File: config.mk
export PLATFORM = sky130hd
export DESIGN_NAME = sbc_serial_bus_ctrl
export DESIGN_NICKNAME = d
export VERILOG_FILES = /design/src/hdl/sbc_pkg.sv /design/src/hdl/sbc_serial_bus_ctrl.sv
export SDC_FILE = /design/constraint.sdc
export NUM_CORES = 1
export LEC_CHECK = 0
export BUFFER_PORTS_ARGS = -buffer_cell sky130_fd_sc_hd__buf_2
export CELL_PAD_IN_SITES_DETAIL_PLACEMENT = 1
export CELL_PAD_IN_SITES_GLOBAL_PLACEMENT = 2
export CORE_MARGIN = 2
export CORE_UTILIZATION = 37
export DETAILED_ROUTE_END_ITERATION = 8
export PLACE_DENSITY_LB_ADDON = 0.1
export SETUP_SLACK_MARGIN = 0.15
export SLEW_MARGIN = 40
export SYNTH_ARGS = -nofsm -noshare
export SYNTH_HDL_FRONTEND = slang
export SYNTH_SLANG_ARGS = --single-unit
File: constraint.sdc
create_clock -name clk_i -period 4.03 [get_ports clk_i]
set_input_delay 0 -clock clk_i [delete_from_list [all_inputs] [get_ports clk_i]]
set_output_delay 0 -clock clk_i [all_outputs]
set_load 0.02 [all_outputs]
File: src/hdl/sbc_pkg.sv
package sbc_pkg;
   // Core clock and serial bit timing
   localparam int unsigned CLK_KHZ       = 50000;
   localparam int unsigned HALF_BIT_NS   = 2000;
   localparam int unsigned HALF_BIT_CYC  =
      (HALF_BIT_NS * CLK_KHZ + 999999) / 1000000;
   localparam int unsigned XFER_LIMIT_NS = 88800;
   // Scaled in two steps so the product stays inside 32 bits
   localparam int unsigned XFER_LIMIT_CYC =
      XFER_LIMIT_NS * (CLK_KHZ / 1000) / 1000;
   // Operand values with a fixed meaning
   localparam logic [3:0] SELECT_OPERAND = 4'h7;
   localparam logic [3:0] FORMAT_OPERAND = 4'h3;
   // Values after reset
   localparam logic [3:0] SELECT_RESET   = 4'h0;
   localparam logic       FORMAT_RESET   = 1'b0;
   // Port code top bit per direction
   localparam logic       CODE_MSB_OUT   = 1'b1;
   localparam logic       CODE_MSB_IN    = 1'b0;
   localparam logic [1:0] LAST_BIT       = 2'h3;

   typedef enum logic [3:0]
   {
      ST_IDLE = 4'b0001,
      ST_CODE = 4'b0010,
      ST_STRB = 4'b0100,
      ST_DATA = 4'b1000
   } sbc_state_t;
endpackage : sbc_pkg

File: src/hdl/sbc_serial_bus_ctrl.sv
`timescale 1ns/1ns
module sbc_serial_bus_ctrl
#(
   parameter int unsigned HALF_CYC = sbc_pkg::HALF_BIT_CYC
)
(
   // Clock and reset
   input  wire logic       clk_i,
   input  wire logic       rst_i,
   // Instruction strobes from the core
   input  wire logic       sio_out_i,
   input  wire logic       sio_in_i,
   input  wire logic       key_out_i,
   input  wire logic       key_in_i,
   input  wire logic [3:0] port_code_operand_i,
   input  wire logic [3:0] payload_i,
   // Results to the core
   output logic       busy_o,
   output logic       done_o,
   output logic [3:0] rx_payload_o,
   output logic       key_rdata_o,
   output logic [3:0] peer_select_o,
   // Serial bus pins
   output logic       data_out_o,
   input  wire logic  data_in_i,
   output logic       shift_clock_line_o,
   output logic       frame_strobe_line_o
);
   localparam int CW = (HALF_CYC > 1) ? $clog2(HALF_CYC) : 1;
   localparam logic [CW-1:0] HALF_LAST = CW'(HALF_CYC - 1);

   sbc_pkg::sbc_state_t state_reg, state_next;
   logic [CW-1:0] hcnt_reg, hcnt_next;
   logic          phase_reg, phase_next;
   logic [1:0]    bit_reg, bit_next;
   logic          dir_in_reg, dir_in_next;
   logic [3:0]    sh_reg, sh_next;
   logic [3:0]    data_reg, data_next;
   logic [3:0]    rx_reg, rx_next;
   logic [3:0]    peer_select_port_reg, peer_select_port_next;
   logic          data_only_format_reg, data_only_format_next;
   logic          key_rdata_reg, key_rdata_next;
   logic          clk_reg, clk_next;
   logic          stb_reg, stb_next;
   logic          so_reg, so_next;
   logic          busy_reg, busy_next;
   logic          done_reg, done_next;
   logic [3:0]    rdata_reg, rdata_next;
   logic [3:0]    sel_out_reg, sel_out_next;
   logic          si_meta_reg;
   logic          si_sync_reg;
   logic          tick;
   logic          start;

   // Operand decodes shared by the start check, writes and reads
   function automatic logic sel_port(input logic [3:0] operand);
      sel_port = (operand == sbc_pkg::SELECT_OPERAND);
   endfunction : sel_port

   function automatic logic fmt_port(input logic [3:0] operand);
      fmt_port = (operand == sbc_pkg::FORMAT_OPERAND);
   endfunction : fmt_port

   // Data-in pin is asynchronous to the core clock
   // Sync costs two cycles: a peer must settle its bit within
   // 2*HALF_CYC-2 cycles of a falling edge
   always_ff @(posedge clk_i)
   begin
      if (rst_i)
      begin
         si_meta_reg <= 1'b0;
         si_sync_reg <= 1'b0;
      end
      else
      begin
         si_meta_reg <= data_in_i;
         si_sync_reg <= si_meta_reg;
      end
   end

   assign tick  = (hcnt_reg == HALF_LAST);
   // Select write takes priority over a transfer on operand 7
   assign start = (sio_out_i && !sel_port(port_code_operand_i))
                  || sio_in_i;

   always_comb
   begin
      state_next            = state_reg;
      hcnt_next             = hcnt_reg;
      phase_next            = phase_reg;
      bit_next              = bit_reg;
      dir_in_next           = dir_in_reg;
      sh_next               = sh_reg;
      data_next             = data_reg;
      rx_next               = rx_reg;
      peer_select_port_next = peer_select_port_reg;
      data_only_format_next = data_only_format_reg;
      key_rdata_next        = key_rdata_reg;
      clk_next              = clk_reg;
      stb_next              = stb_reg;
      so_next               = so_reg;
      busy_next             = busy_reg;
      done_next             = 1'b0;
      rdata_next            = rdata_reg;
      sel_out_next          = sel_out_reg;

      // Register-port writes are refused while the bus is busy
      if (!busy_reg && sio_out_i && sel_port(port_code_operand_i))
         peer_select_port_next = payload_i;
      // Format cannot flip under a running transfer
      if (!busy_reg && key_out_i && fmt_port(port_code_operand_i))
         data_only_format_next = payload_i[0];
      if (key_in_i && fmt_port(port_code_operand_i))
         key_rdata_next = data_only_format_reg;

      // Select code only reaches peers in framed format
      sel_out_next = data_only_format_reg ? 4'h0 : peer_select_port_reg;

      case (state_reg)
         sbc_pkg::ST_IDLE:
         begin
            clk_next = 1'b1;
            stb_next = 1'b0;
            if (start && !busy_reg)
            begin
               busy_next   = 1'b1;
               dir_in_next = sio_in_i;
               hcnt_next   = '0;
               phase_next  = 1'b0;
               bit_next    = 2'h0;
               clk_next    = 1'b0;
               data_next   = sio_in_i ? 4'h0 : payload_i;
               if (!data_only_format_reg)
               begin
                  state_next = sbc_pkg::ST_CODE;
                  sh_next    = {sio_in_i ? sbc_pkg::CODE_MSB_IN
                                         : sbc_pkg::CODE_MSB_OUT,
                                port_code_operand_i[2:0]};
                  so_next    = port_code_operand_i[0];
               end
               else
               begin
                  // Operand ignored, nibble only
                  state_next = sbc_pkg::ST_DATA;
                  sh_next    = sio_in_i ? 4'h0 : payload_i;
                  so_next    = sio_in_i ? 1'b0 : payload_i[0];
                  if (sio_in_i)
                     rx_next = {si_sync_reg, rx_reg[3:1]};
               end
            end
         end
         sbc_pkg::ST_CODE,
         sbc_pkg::ST_DATA:
         begin
            hcnt_next = tick ? '0 : CW'(hcnt_reg + 1'b1);
            if (tick && !phase_reg)
            begin
               phase_next = 1'b1;
               clk_next   = 1'b1;
            end
            else if (tick)
            begin
               phase_next = 1'b0;
               if (bit_reg != sbc_pkg::LAST_BIT)
               begin
                  // Next bit launched on the falling edge, LSB first
                  bit_next = bit_reg + 2'h1;
                  sh_next  = {1'b0, sh_reg[3:1]};
                  so_next  = sh_reg[1];
                  clk_next = 1'b0;
                  if (state_reg == sbc_pkg::ST_DATA && dir_in_reg)
                     rx_next = {si_sync_reg, rx_reg[3:1]};
               end
               else if (state_reg == sbc_pkg::ST_CODE)
               begin
                  // Strobe marks the end of the code field
                  state_next = sbc_pkg::ST_STRB;
                  stb_next   = 1'b1;
                  so_next    = 1'b0;
               end
               else
               begin
                  // Finished well inside one instruction time
                  state_next = sbc_pkg::ST_IDLE;
                  busy_next  = 1'b0;
                  done_next  = 1'b1;
                  so_next    = 1'b0;
                  if (dir_in_reg)
                     rdata_next = rx_reg;
               end
            end
         end
         // Strobe high for one half bit, shift clock held high
         sbc_pkg::ST_STRB:
         begin
            hcnt_next = tick ? '0 : CW'(hcnt_reg + 1'b1);
            if (tick && !phase_reg)
            begin
               phase_next = 1'b1;
               stb_next   = 1'b0;
            end
            else if (tick)
            begin
               phase_next = 1'b0;
               state_next = sbc_pkg::ST_DATA;
               bit_next   = 2'h0;
               sh_next    = data_reg;
               so_next    = data_reg[0];
               clk_next   = 1'b0;
               if (dir_in_reg)
                  rx_next = {si_sync_reg, rx_reg[3:1]};
            end
         end
         default:
         begin
            state_next = sbc_pkg::ST_IDLE;
            busy_next  = 1'b0;
            clk_next   = 1'b1;
            stb_next   = 1'b0;
            so_next    = 1'b0;
         end
      endcase
   end

   always_ff @(posedge clk_i)
   begin
      if (rst_i)
      begin
         state_reg            <= sbc_pkg::ST_IDLE;
         hcnt_reg             <= '0;
         phase_reg            <= 1'b0;
         bit_reg              <= 2'h0;
         dir_in_reg           <= 1'b0;
         sh_reg               <= 4'h0;
         data_reg             <= 4'h0;
         rx_reg               <= 4'h0;
         peer_select_port_reg <= sbc_pkg::SELECT_RESET;
         data_only_format_reg <= sbc_pkg::FORMAT_RESET;
         key_rdata_reg        <= 1'b0;
         clk_reg              <= 1'b1;
         stb_reg              <= 1'b0;
         so_reg               <= 1'b0;
         busy_reg             <= 1'b0;
         done_reg             <= 1'b0;
         rdata_reg            <= 4'h0;
         sel_out_reg          <= 4'h0;
      end
      else
      begin
         state_reg            <= state_next;
         hcnt_reg             <= hcnt_next;
         phase_reg            <= phase_next;
         bit_reg              <= bit_next;
         dir_in_reg           <= dir_in_next;
         sh_reg               <= sh_next;
         data_reg             <= data_next;
         rx_reg               <= rx_next;
         peer_select_port_reg <= peer_select_port_next;
         data_only_format_reg <= data_only_format_next;
         key_rdata_reg        <= key_rdata_next;
         clk_reg              <= clk_next;
         stb_reg              <= stb_next;
         so_reg               <= so_next;
         busy_reg             <= busy_next;
         done_reg             <= done_next;
         rdata_reg            <= rdata_next;
         sel_out_reg          <= sel_out_next;
      end
   end

   // Three driven bus lines and the core results, all straight from flops
   assign shift_clock_line_o  = clk_reg;
   assign frame_strobe_line_o = stb_reg;
   assign data_out_o          = so_reg;
   assign busy_o              = busy_reg;
   assign done_o              = done_reg;
   assign rx_payload_o        = rdata_reg;
   assign key_rdata_o         = key_rdata_reg;
   assign peer_select_o       = sel_out_reg;
endmodule : sbc_serial_bus_ctrl

==> Word level (Yosys, flattened, before mapping) <==
Index checks and enable logic that the tools add are counted.
{ "classes": {"mux": 72, "addsub": 2, "reduce_logical": 30, "bitwise_logic": 6, "n_eq_ne": 25} }
{ "ops": {"columns": ["op", "count"], "rows": [
  ["$mux W4", 25],
  ["$pmux W4 S3", 3],
  ["$ne A2 B2 Y1 const B", 15],
  ["$mux W1", 28],
  ["$reduce_and A6 Y1", 3],
  ["$mux W7", 2],
  ["$pmux W7 S2", 1],
  ["$mux W2", 6],
  ["$reduce_and A11 Y1", 1],
  ["$reduce_and A5 Y1", 2],
  ["$logic_and A1 B1 Y1", 9],
  ["$pmux W1 S3", 3],
  ["$eq A4 B2 Y1 const B", 2],
  ["$eq A4 B3 Y1 const B", 2],
  ["$add A7 B1 Y7 const B", 1],
  ["$eq A7 B7 Y1 const B", 1],
  ["$reduce_and A7 Y1", 1],
  ["$ne A3 B3 Y1 const B", 2],
  ["$not A1 Y1", 6],
  ["$pmux W2 S3", 1],
  ["$reduce_or A5 Y1", 1],
  ["$eq A4 B1 Y1 const B", 1],
  ["$eq A4 B4 Y1 const B", 1],
  ["$pmux W1 S2", 2],
  ["other kinds (12)", 16]
]} }
{ "totals": {"input_bits": 15, "out_inout_bits": 14, "reg_bits": 48} }

==> Longest topological paths before layout <==
Gate-level depths: netlist of run 1.
{ "logic_depth": {"word_depth": 7, "ltp_mapped": 8, "ltp_nobuf": 6} }

==> Worst setup path after synthesis of run 1 <==
OpenSTA, ideal clock, no wires.
{ "synth_timing": {"path_type": "reg2reg", "from": "reg state_reg[0]", "to": "reg hcnt_reg[6]", "path_slack_ns": 2.195, "arrival_time_ns": 1.763, "synth_period_minus_slack_ns": 1.835, "setup_ns": 0.071, "path_stages_with_launch": 8, "n_path_buf": 2, "required_ns": 3.959, "path_cell_list": "dfxtp_1 buf_6 nor4b_4 a21o_1 buf_6 a21oi_4 or4_1 a21oi_1"} }
{ "synth_between": {"elab_chain_cells": 4} }
{ "synth_lines": {"columns": ["element", "line", "rtl"], "rows": [
  ["start, declared", "sbc_serial_bus_ctrl.sv:32", "sbc_pkg::sbc_state_t state_reg, state_next;"],
  ["start signal, assigned", "sbc_serial_bus_ctrl.sv:229", "state_reg <= sbc_pkg::ST_IDLE;"],
  ["start signal, assigned", "sbc_serial_bus_ctrl.sv:250", "state_reg <= state_next;"],
  ["$eq A4 B4 Y1 (tied with other cells)", "sbc_serial_bus_ctrl.sv:119", "case (state_reg)"],
  ["$reduce_or A3 Y1 (no source line)", null, null],
  ["$reduce_bool A2 Y1 (no source line)", null, null],
  ["$reduce_and A2 Y1 (no source line)", null, null],
  ["end signal, assigned", "sbc_serial_bus_ctrl.sv:251", "hcnt_reg <= hcnt_next;"],
  ["end, declared", "sbc_serial_bus_ctrl.sv:33", "logic [CW-1:0] hcnt_reg, hcnt_next;"]
]} }
Parallel ways exist; a longest one is shown, timed or not.
A chain may end at the register's enable or synchronous reset.

==> Final worst setup path of run 1 <==
{ "layout_timing": {"from": "reg state_reg[2]", "to": "reg rx_reg[1]"} }
{ "layout_between": {"elab_chain_cells": 4} }
{ "layout_lines": {"columns": ["element", "line", "rtl"], "rows": [
  ["$eq A4 B4 Y1 or $eq A4 B2 Y1 (tied branches)", "sbc_serial_bus_ctrl.sv:119, sbc_serial_bus_ctrl.sv:171", null],
  ["$reduce_or A2 Y1 or $logic_and A1 B1 Y1 (tied branches)", "sbc_serial_bus_ctrl.sv:119, sbc_serial_bus_ctrl.sv:171", null],
  ["$ne A2 B2 Y1 (no source line) or $reduce_bool A3 Y1 (tied branches)", null, null],
  ["$reduce_and A11 Y1 (no source line)", null, null],
  ["end signal, assigned", "sbc_serial_bus_ctrl.sv:257", "rx_reg <= rx_next;"],
  ["end, declared", "sbc_serial_bus_ctrl.sv:39", "logic [3:0] rx_reg, rx_next;"]
]} }
Parallel ways exist; a longest one is shown, timed or not.

==> reports/results.ini, run 1 <==
[synth]
synthesis.nets=270
synth-edff-count=0
avgSynthCellArea_um2=8.87
async_flop_share_pct=0
synth_cell_type_count=52
yosys-top-cells-area=dfxtp_1 (42%), mux2i_1 (6.7%), nand2_1 (4.9%), a21oi_1 (4.7%), nor2_1 (4.5%)
ys_warn_count=0
netlist_area_um2=2240
synth_top_area_share_pct=41.9
synth_common_cells=dfxtp_1 (47), nand2_1 (29), nor2_1 (27), a21oi_1 (21), mux2i_1 (15)
synthFlopType=dfxtp_1
yosys.cell_count.top_type=dfxtp_1
netlist_instances=253
yosysSeqAreaShare_pct=41.9
ys_ff_latch=47
yosysTopAreaCell=dfxtp_1

[worst_setup_path]
cpMaxStageDelayCell=nor4b_4
crit_family=compound AO/OA/AOI/OAI gates
cp_max_fo=10
arrival_ps=2550
end_kind=flip-flop
r2r_slack_ps=1670
path_class=flip-flop to flip-flop
startpoint_type=flip-flop
r2r-end=rx_reg[1]
rr_startpoint=state_reg[2]
r2r_cells=5
cp_cell_sequence=nor4b_4, a21o_1, a32o_1, o211ai_4, mux2i_1
max_stage_delay_ps=550
critical_path_required_ps=4220
path_buf_inv=0

[die]
die-width_um=81.9
start_util_pct=38.1
die_area_um2=6700
fp.dieH_um=81.9
core_region_area_um2=5890
ios=29
fp-row-count=28

[clock_network]
cts_tree=done
insertion_delay_ps=300
h-tree-depth=2
cts_buffers=5
clockBufferDepth=2
path_clk_slew_ps=90
cts.sinks=47
cts_root_buffer=clkbuf_8
cts_resized=0

[timing]
setup_viol=0
period_minus_slack_ps=2360
skew_ps=7.05
hold_viol=0
min_period_over_period_pct=58.6
tightest_slew_ps=775
rsz0062_at_grt=no
fmax_mhz=424
setup_slack_ps=1670
slew_viol_final=0
relSlewSlack_pct=48.2
fin_setup_tns_ps=0

[route]
wl_met1_mm=2.91
routed_wl_mm=5.70
ant_nets=0
top_layer=met4
dr.pass1.iters=4
wl_per_cell_um=15.9
met3_length_um=165
drtIter0Drc=108
drc_errors=0
wl_met2_mm=2.57
vias=1907
viasPerCell=5.31

[cells_and_area]
num_antenna_cells=0
drive_gt1_share_pct=17.3
final_nets=300
largest_reg_flops=7
design_area_um2=2570
area_growth_pct=14.6
stdcell_count=359

[grt]
gr-usage-all-layers_pct=18.4
grt-ovfl-total=0
grt_pass1_vias=1889
grt_max_degree=20
antenna_found_initial=0
grt_pass1_wl_mm=9.52

[power]
p_per_area_nw_per_um2=579
ir_worst_vdd_uv=263
p_leak_uw=0.00100
power.total_uw=1490

[run]
maxCapViolCount=0

[min_path]
worstHoldStart=port_code_operand_i[3]
min_path_type=primary input to flip-flop
worstHoldPathCells=4
holdPathEnd=key_rdata_o

[place]
dp_slack_ps=1700
gp_congestion=0.773
io_buffers=28
dp.cells=345
hpwl_mm=4.19
dpl_cell_area_um2=2410

[run_status]
outcome=complete, no violations

-- per-stage QoR --
stage,hold WS [ps],utilization [%]
2_1_floorplan,128,-
4_1_cts,37.2,43.7
6_report,40.1,43.7
3_5_place_dp,226,41.0
5_1_grt,79.2,43.7
3_3_place_gp,223,41.0
-- layer usage --
metal	GRT usage, %	vias to the layer above
met3	3.85	7
met4	4.50	0
met5	0	-
met1	25.7	911
met2	29.1	31
li1	-	958
-- worst min-delay path, cell delays in order --
cell and delay, ps:
buf_2 90, nor3_1 60, nand3_1 90, a21oi_1 60
-- cell usage in the layout (no fill, tap or decap), drive strengths merged, types with 6 or more instances in the layout --
cell type / synthesis / layout
dfxtp: 47 / 47
nand2: 29 / 29
buf: 6 / 29
nor2: 27 / 27
a21oi: 22 / 22
mux2i: 15 / 15
nand3: 10 / 10
inv: 8 / 8
clkbuf: 6 / 8
o21ai: 8 / 8
dlygate4sd3: 0 / 6
-- worst max path at each step --
stage	slack [ps]	end	depth (start not counted)	startpoint
after floorplan	2200	hcnt_reg[6]	7	state_reg[0]
after global placement	1750	rx_reg[2]	5	state_reg[2]
after detailed placement	1700	rx_reg[0]	5	state_reg[2]
after CTS	1670	rx_reg[1]	5	state_reg[2]
after global routing	1490	rx_reg[1]	5	state_reg[2]
final	1670	rx_reg[1]	5	state_reg[2]
-- power by group --
part	internal, uW	switching [uW]	total, uW
Sequential	526	83.0	609
Clock	157	163	320
Combinational	213	347	560
Total	896	593	1490
-- cell type report --
| cell class | instances | area (um^2) |
|---|---|---|
| Clock buffer | 8 | 100 |
| Timing Repair Buffer | 35 | 208 |
| Sequential cell | 47 | 941 |
| Multi-Input combinational cell | 186 | 1200 |
| Inverter | 8 | 30.0 |
| Fill cell | 730 | 3310 |
| Tap cell | 75 | 93.8 |
-- logic make-up (layout without fill, tap and decap cells) --
kind of cell             Yosys count  count (layout)  share of synthesized area (%)
adder cells (fa/ha/maj)            2               2                           1.12
AO/OA/AOI/OAI                     59              59                           18.6
AND/OR/NAND/NOR                  106             106                           25.5
XOR/XNOR                           4               4                           1.56
multiplexers                      15              15                           6.69
buffers and inverters             20              51                           4.63
flip-flops                        47              47                           41.9
-- timing repair --
action | in CTS | in global routing
hold buffers | 6 | 0
hold endpoints to repair | 6 | 0
buffers inserted | 0 | 0
No activity file was read; power rests on OpenSTA's default activity.
==> run 2: changes to the inputs <==
--- a/config.mk
+++ b/config.mk
@@ -5,11 +5,12 @@
 export SDC_FILE = /design/constraint.sdc
 export NUM_CORES = 1
 export LEC_CHECK = 0
+export ABC_AREA = 1
 export BUFFER_PORTS_ARGS = -buffer_cell sky130_fd_sc_hd__buf_2
 export CELL_PAD_IN_SITES_DETAIL_PLACEMENT = 1
 export CELL_PAD_IN_SITES_GLOBAL_PLACEMENT = 2
 export CORE_MARGIN = 2
-export CORE_UTILIZATION = 37
+export CORE_UTILIZATION = 32
 export DETAILED_ROUTE_END_ITERATION = 8
 export PLACE_DENSITY_LB_ADDON = 0.1
 export SETUP_SLACK_MARGIN = 0.15
==> constraint.sdc (replaced) <==
create_clock -name clk_i -period 2.25 [get_ports clk_i]
set_input_delay 0 -clock clk_i [delete_from_list [all_inputs] [get_ports clk_i]]
set_output_delay 0 -clock clk_i [all_outputs]
set_load 0.02 [all_outputs]
==> reports/results.ini, run 2 <==
[worst_setup_path]
arrival_ps=1980
end_kind=flip-flop
crit_end=bit_reg[1]
rr_startpoint=hcnt_reg[0]
startpoint_type=flip-flop
critical_path_required_ps=2430
r2r-end=bit_reg[1]
setup.worst_path.start=hcnt_reg[0]
cp_max_fo=18
r2r_cells=9
r2r_slack_ps=450
path_class=flip-flop to flip-flop

[clock_network]
path_clk_slew_ps=90
cts_tree=done
insertion_delay_ps=310
cts_setup_buffers=0
cts_root_buffer=clkbuf_8
cts.sinks=47
h-tree-depth=2
cts_buffers=5
clockBufferDepth=2

[timing]
hold_viol=0
setup_slack_ps=451
relSlewSlack_pct=69.1
min_period_over_period_pct=80.0
fin_setup_tns_ps=0
fmax_mhz=556
rsz0062_at_grt=no
skew_ps=7.98
slew_viol_final=0
hold_ws_ps=22.8
period_minus_slack_ps=1800
tightest_slew_ps=463
setup_viol=0

[power]
ir_worst_vdd_uv=326
p_sw_share_pct=43.4
clkPwrFrac_pct=18.2
p_leak_uw=0.00112
internal-power_uw=1590
power.total_uw=2820
p_comb_share_pct=43.5
p_sw_uw=1220
seq_power_share_pct=38.3
p_per_area_nw_per_um2=1090

[die]
die-width_um=87.6
die_area_um2=7680
core_region_area_um2=6790
fp.dieH_um=87.6
fp-row-count=30
start_util_pct=32.9
ios=29

[run]
maxCapViolCount=0

[min_path]
min_path_type=primary input to flip-flop

[cells_and_area]
fillers=873
num_antenna_cells=0
final_nets=365
layout_commonest_cell=nand2_1
design_area_um2=2590
area_growth_pct=15.8
final_cell_mix=nand2_1 (64), nor2_1 (53), dfxtp_1 (47)
largest_reg_flops=7
drive_gt1_share_pct=16.9

[route]
drc_errors=0
viasPerCell=4.57
drtIter0Drc=61
wl_per_cell_um=12.9
dr.pass1.iters=4
ant_nets=0
vias=2032
routed_wl_mm=5.74

[run_status]
outcome=complete, no violations

[synth]
netlist_area_um2=2240
yosys.cell_count.top_type=nand2_1
avgSynthCellArea_um2=7.12
yosysSeqAreaShare_pct=42.1
yosysTopAreaCell=dfxtp_1
synth_top_area_share_pct=42.1
synth-edff-count=0
async_flop_share_pct=0
synthFlopType=dfxtp_1
synth_common_cells=nand2_1 (64), nor2_1 (53), dfxtp_1 (47), inv_1 (31), a21oi_1 (27)
ys_warn_count=0
yosys-top-cells-area=dfxtp_1 (42%), nand2_1 (11%), nor2_1 (8.9%), a21oi_1 (6.0%), inv_1 (5.2%)
synthesis.nets=331
synth_cell_type_count=33
netlist_instances=314
ys_ff_latch=47

[grt]
grt_max_degree=26
antenna_found_initial=0
grt-ovfl-total=0
grt_pass1_vias=2039
grt_pass1_wl_mm=9.82
gr-usage-all-layers_pct=16.8

[place]
io_buffers=28
gp_congestion=0.772
dpl_cell_area_um2=2450
dp_slack_ps=443
hpwl_mm=4.34

## run 2: changes by cell type in the layout (fill, tap and decap cells not counted), moves of 6 or more
cell / before / now
nand2_1: 29 / 64
nor2_1: 27 / 53
inv_1: 7 / 30
mux2i_1: 15 / 0
o21ai_0: 6 / 19
nand3_1: 10 / 21
a21oi_1: 21 / 27
nand2_2: 0 / 6
## run 2: power by group through the flow
stage	clock, uW	sequential [uW]	combinational [uW]
6_report	512	1080	1230
5_1_grt	578	1100	1420
4_1_cts	538	1080	1260
3_5_place_dp	0	1100	1240
3_3_place_gp	0	1100	1230
2_1_floorplan	0	1100	988
## run 2: critical path, cell delays in order, from the launching register on
cell	delay (ps)
dfxtp_1	390
ha_1	260
nand2_1	70
nand3b_1	220
o21ai_2	210
nand2_4	90
nor2_8	220
nand2_1	80
o21ai_1	80
nor2_1	60
## run 2: worst min-delay path by stage
stage | from | to | slack [ps] | depth (start not counted)
after detailed placement | data_in_i | si_meta_reg | 210 | 3
after CTS | port_code_operand_i[3] | key_rdata_o | 10 | 4
after global routing | payload_i[0] | peer_select_port_reg[0] | 40 | 3
after floorplan | data_in_i | si_meta_reg | 110 | 2
after global placement | data_in_i | si_meta_reg | 210 | 3
final | payload_i[0] | peer_select_port_reg[0] | 20 | 3
## run 2: final cells by class
cell class                 instances  area, um^2  share of cell area, %
inverter                          34         129                   4.97
clock inverter                     2        12.5                  0.483
multi-input combinational        225        1110                   42.8
tap                               96         120                   4.64
sequential                        47         941                   36.3
timing repair buffer              35         208                   8.02
clock buffer                       6        72.6                   2.80
## run 2: kinds of logic (layout without fill, tap and decap cells)
logic type | Yosys count | after routing | synth area share (%)
AO/OA/AOI/OAI | 52 | 52 | 12.2
XOR/XNOR | 4 | 4 | 1.57
adder cells (fa/ha/maj) | 2 | 2 | 1.12
buffers and inverters | 42 | 77 | 8.39
flip-flops | 47 | 47 | 42.1
AND/OR/NAND/NOR | 167 | 167 | 34.6
## run 2: through the flow
stage | cells | util [%]
floorplan | 314 | -
global placement | 431 | 36.0
detailed placement | 431 | 36.0
CTS | 445 | 38.1
global route | 445 | 38.1
finish | 445 | 38.1
## run 2: repair_timing
action,4_1_cts,5_1_grt
endpoints found under the hold margin,6,0
hold buffers,6,0
resized for setup,0,0
## run 2: metal layers
metal | global-route usage (%) | vias up | share of wire [%]
met1 | 22.0 | 934 | 49
met3 | 3.02 | 7 | 2.3
met4 | 5.03 | 0 | 1.2
met5 | 0 | - | 0
li1 | - | 1074 | -
met2 | 28.2 | 17 | 47
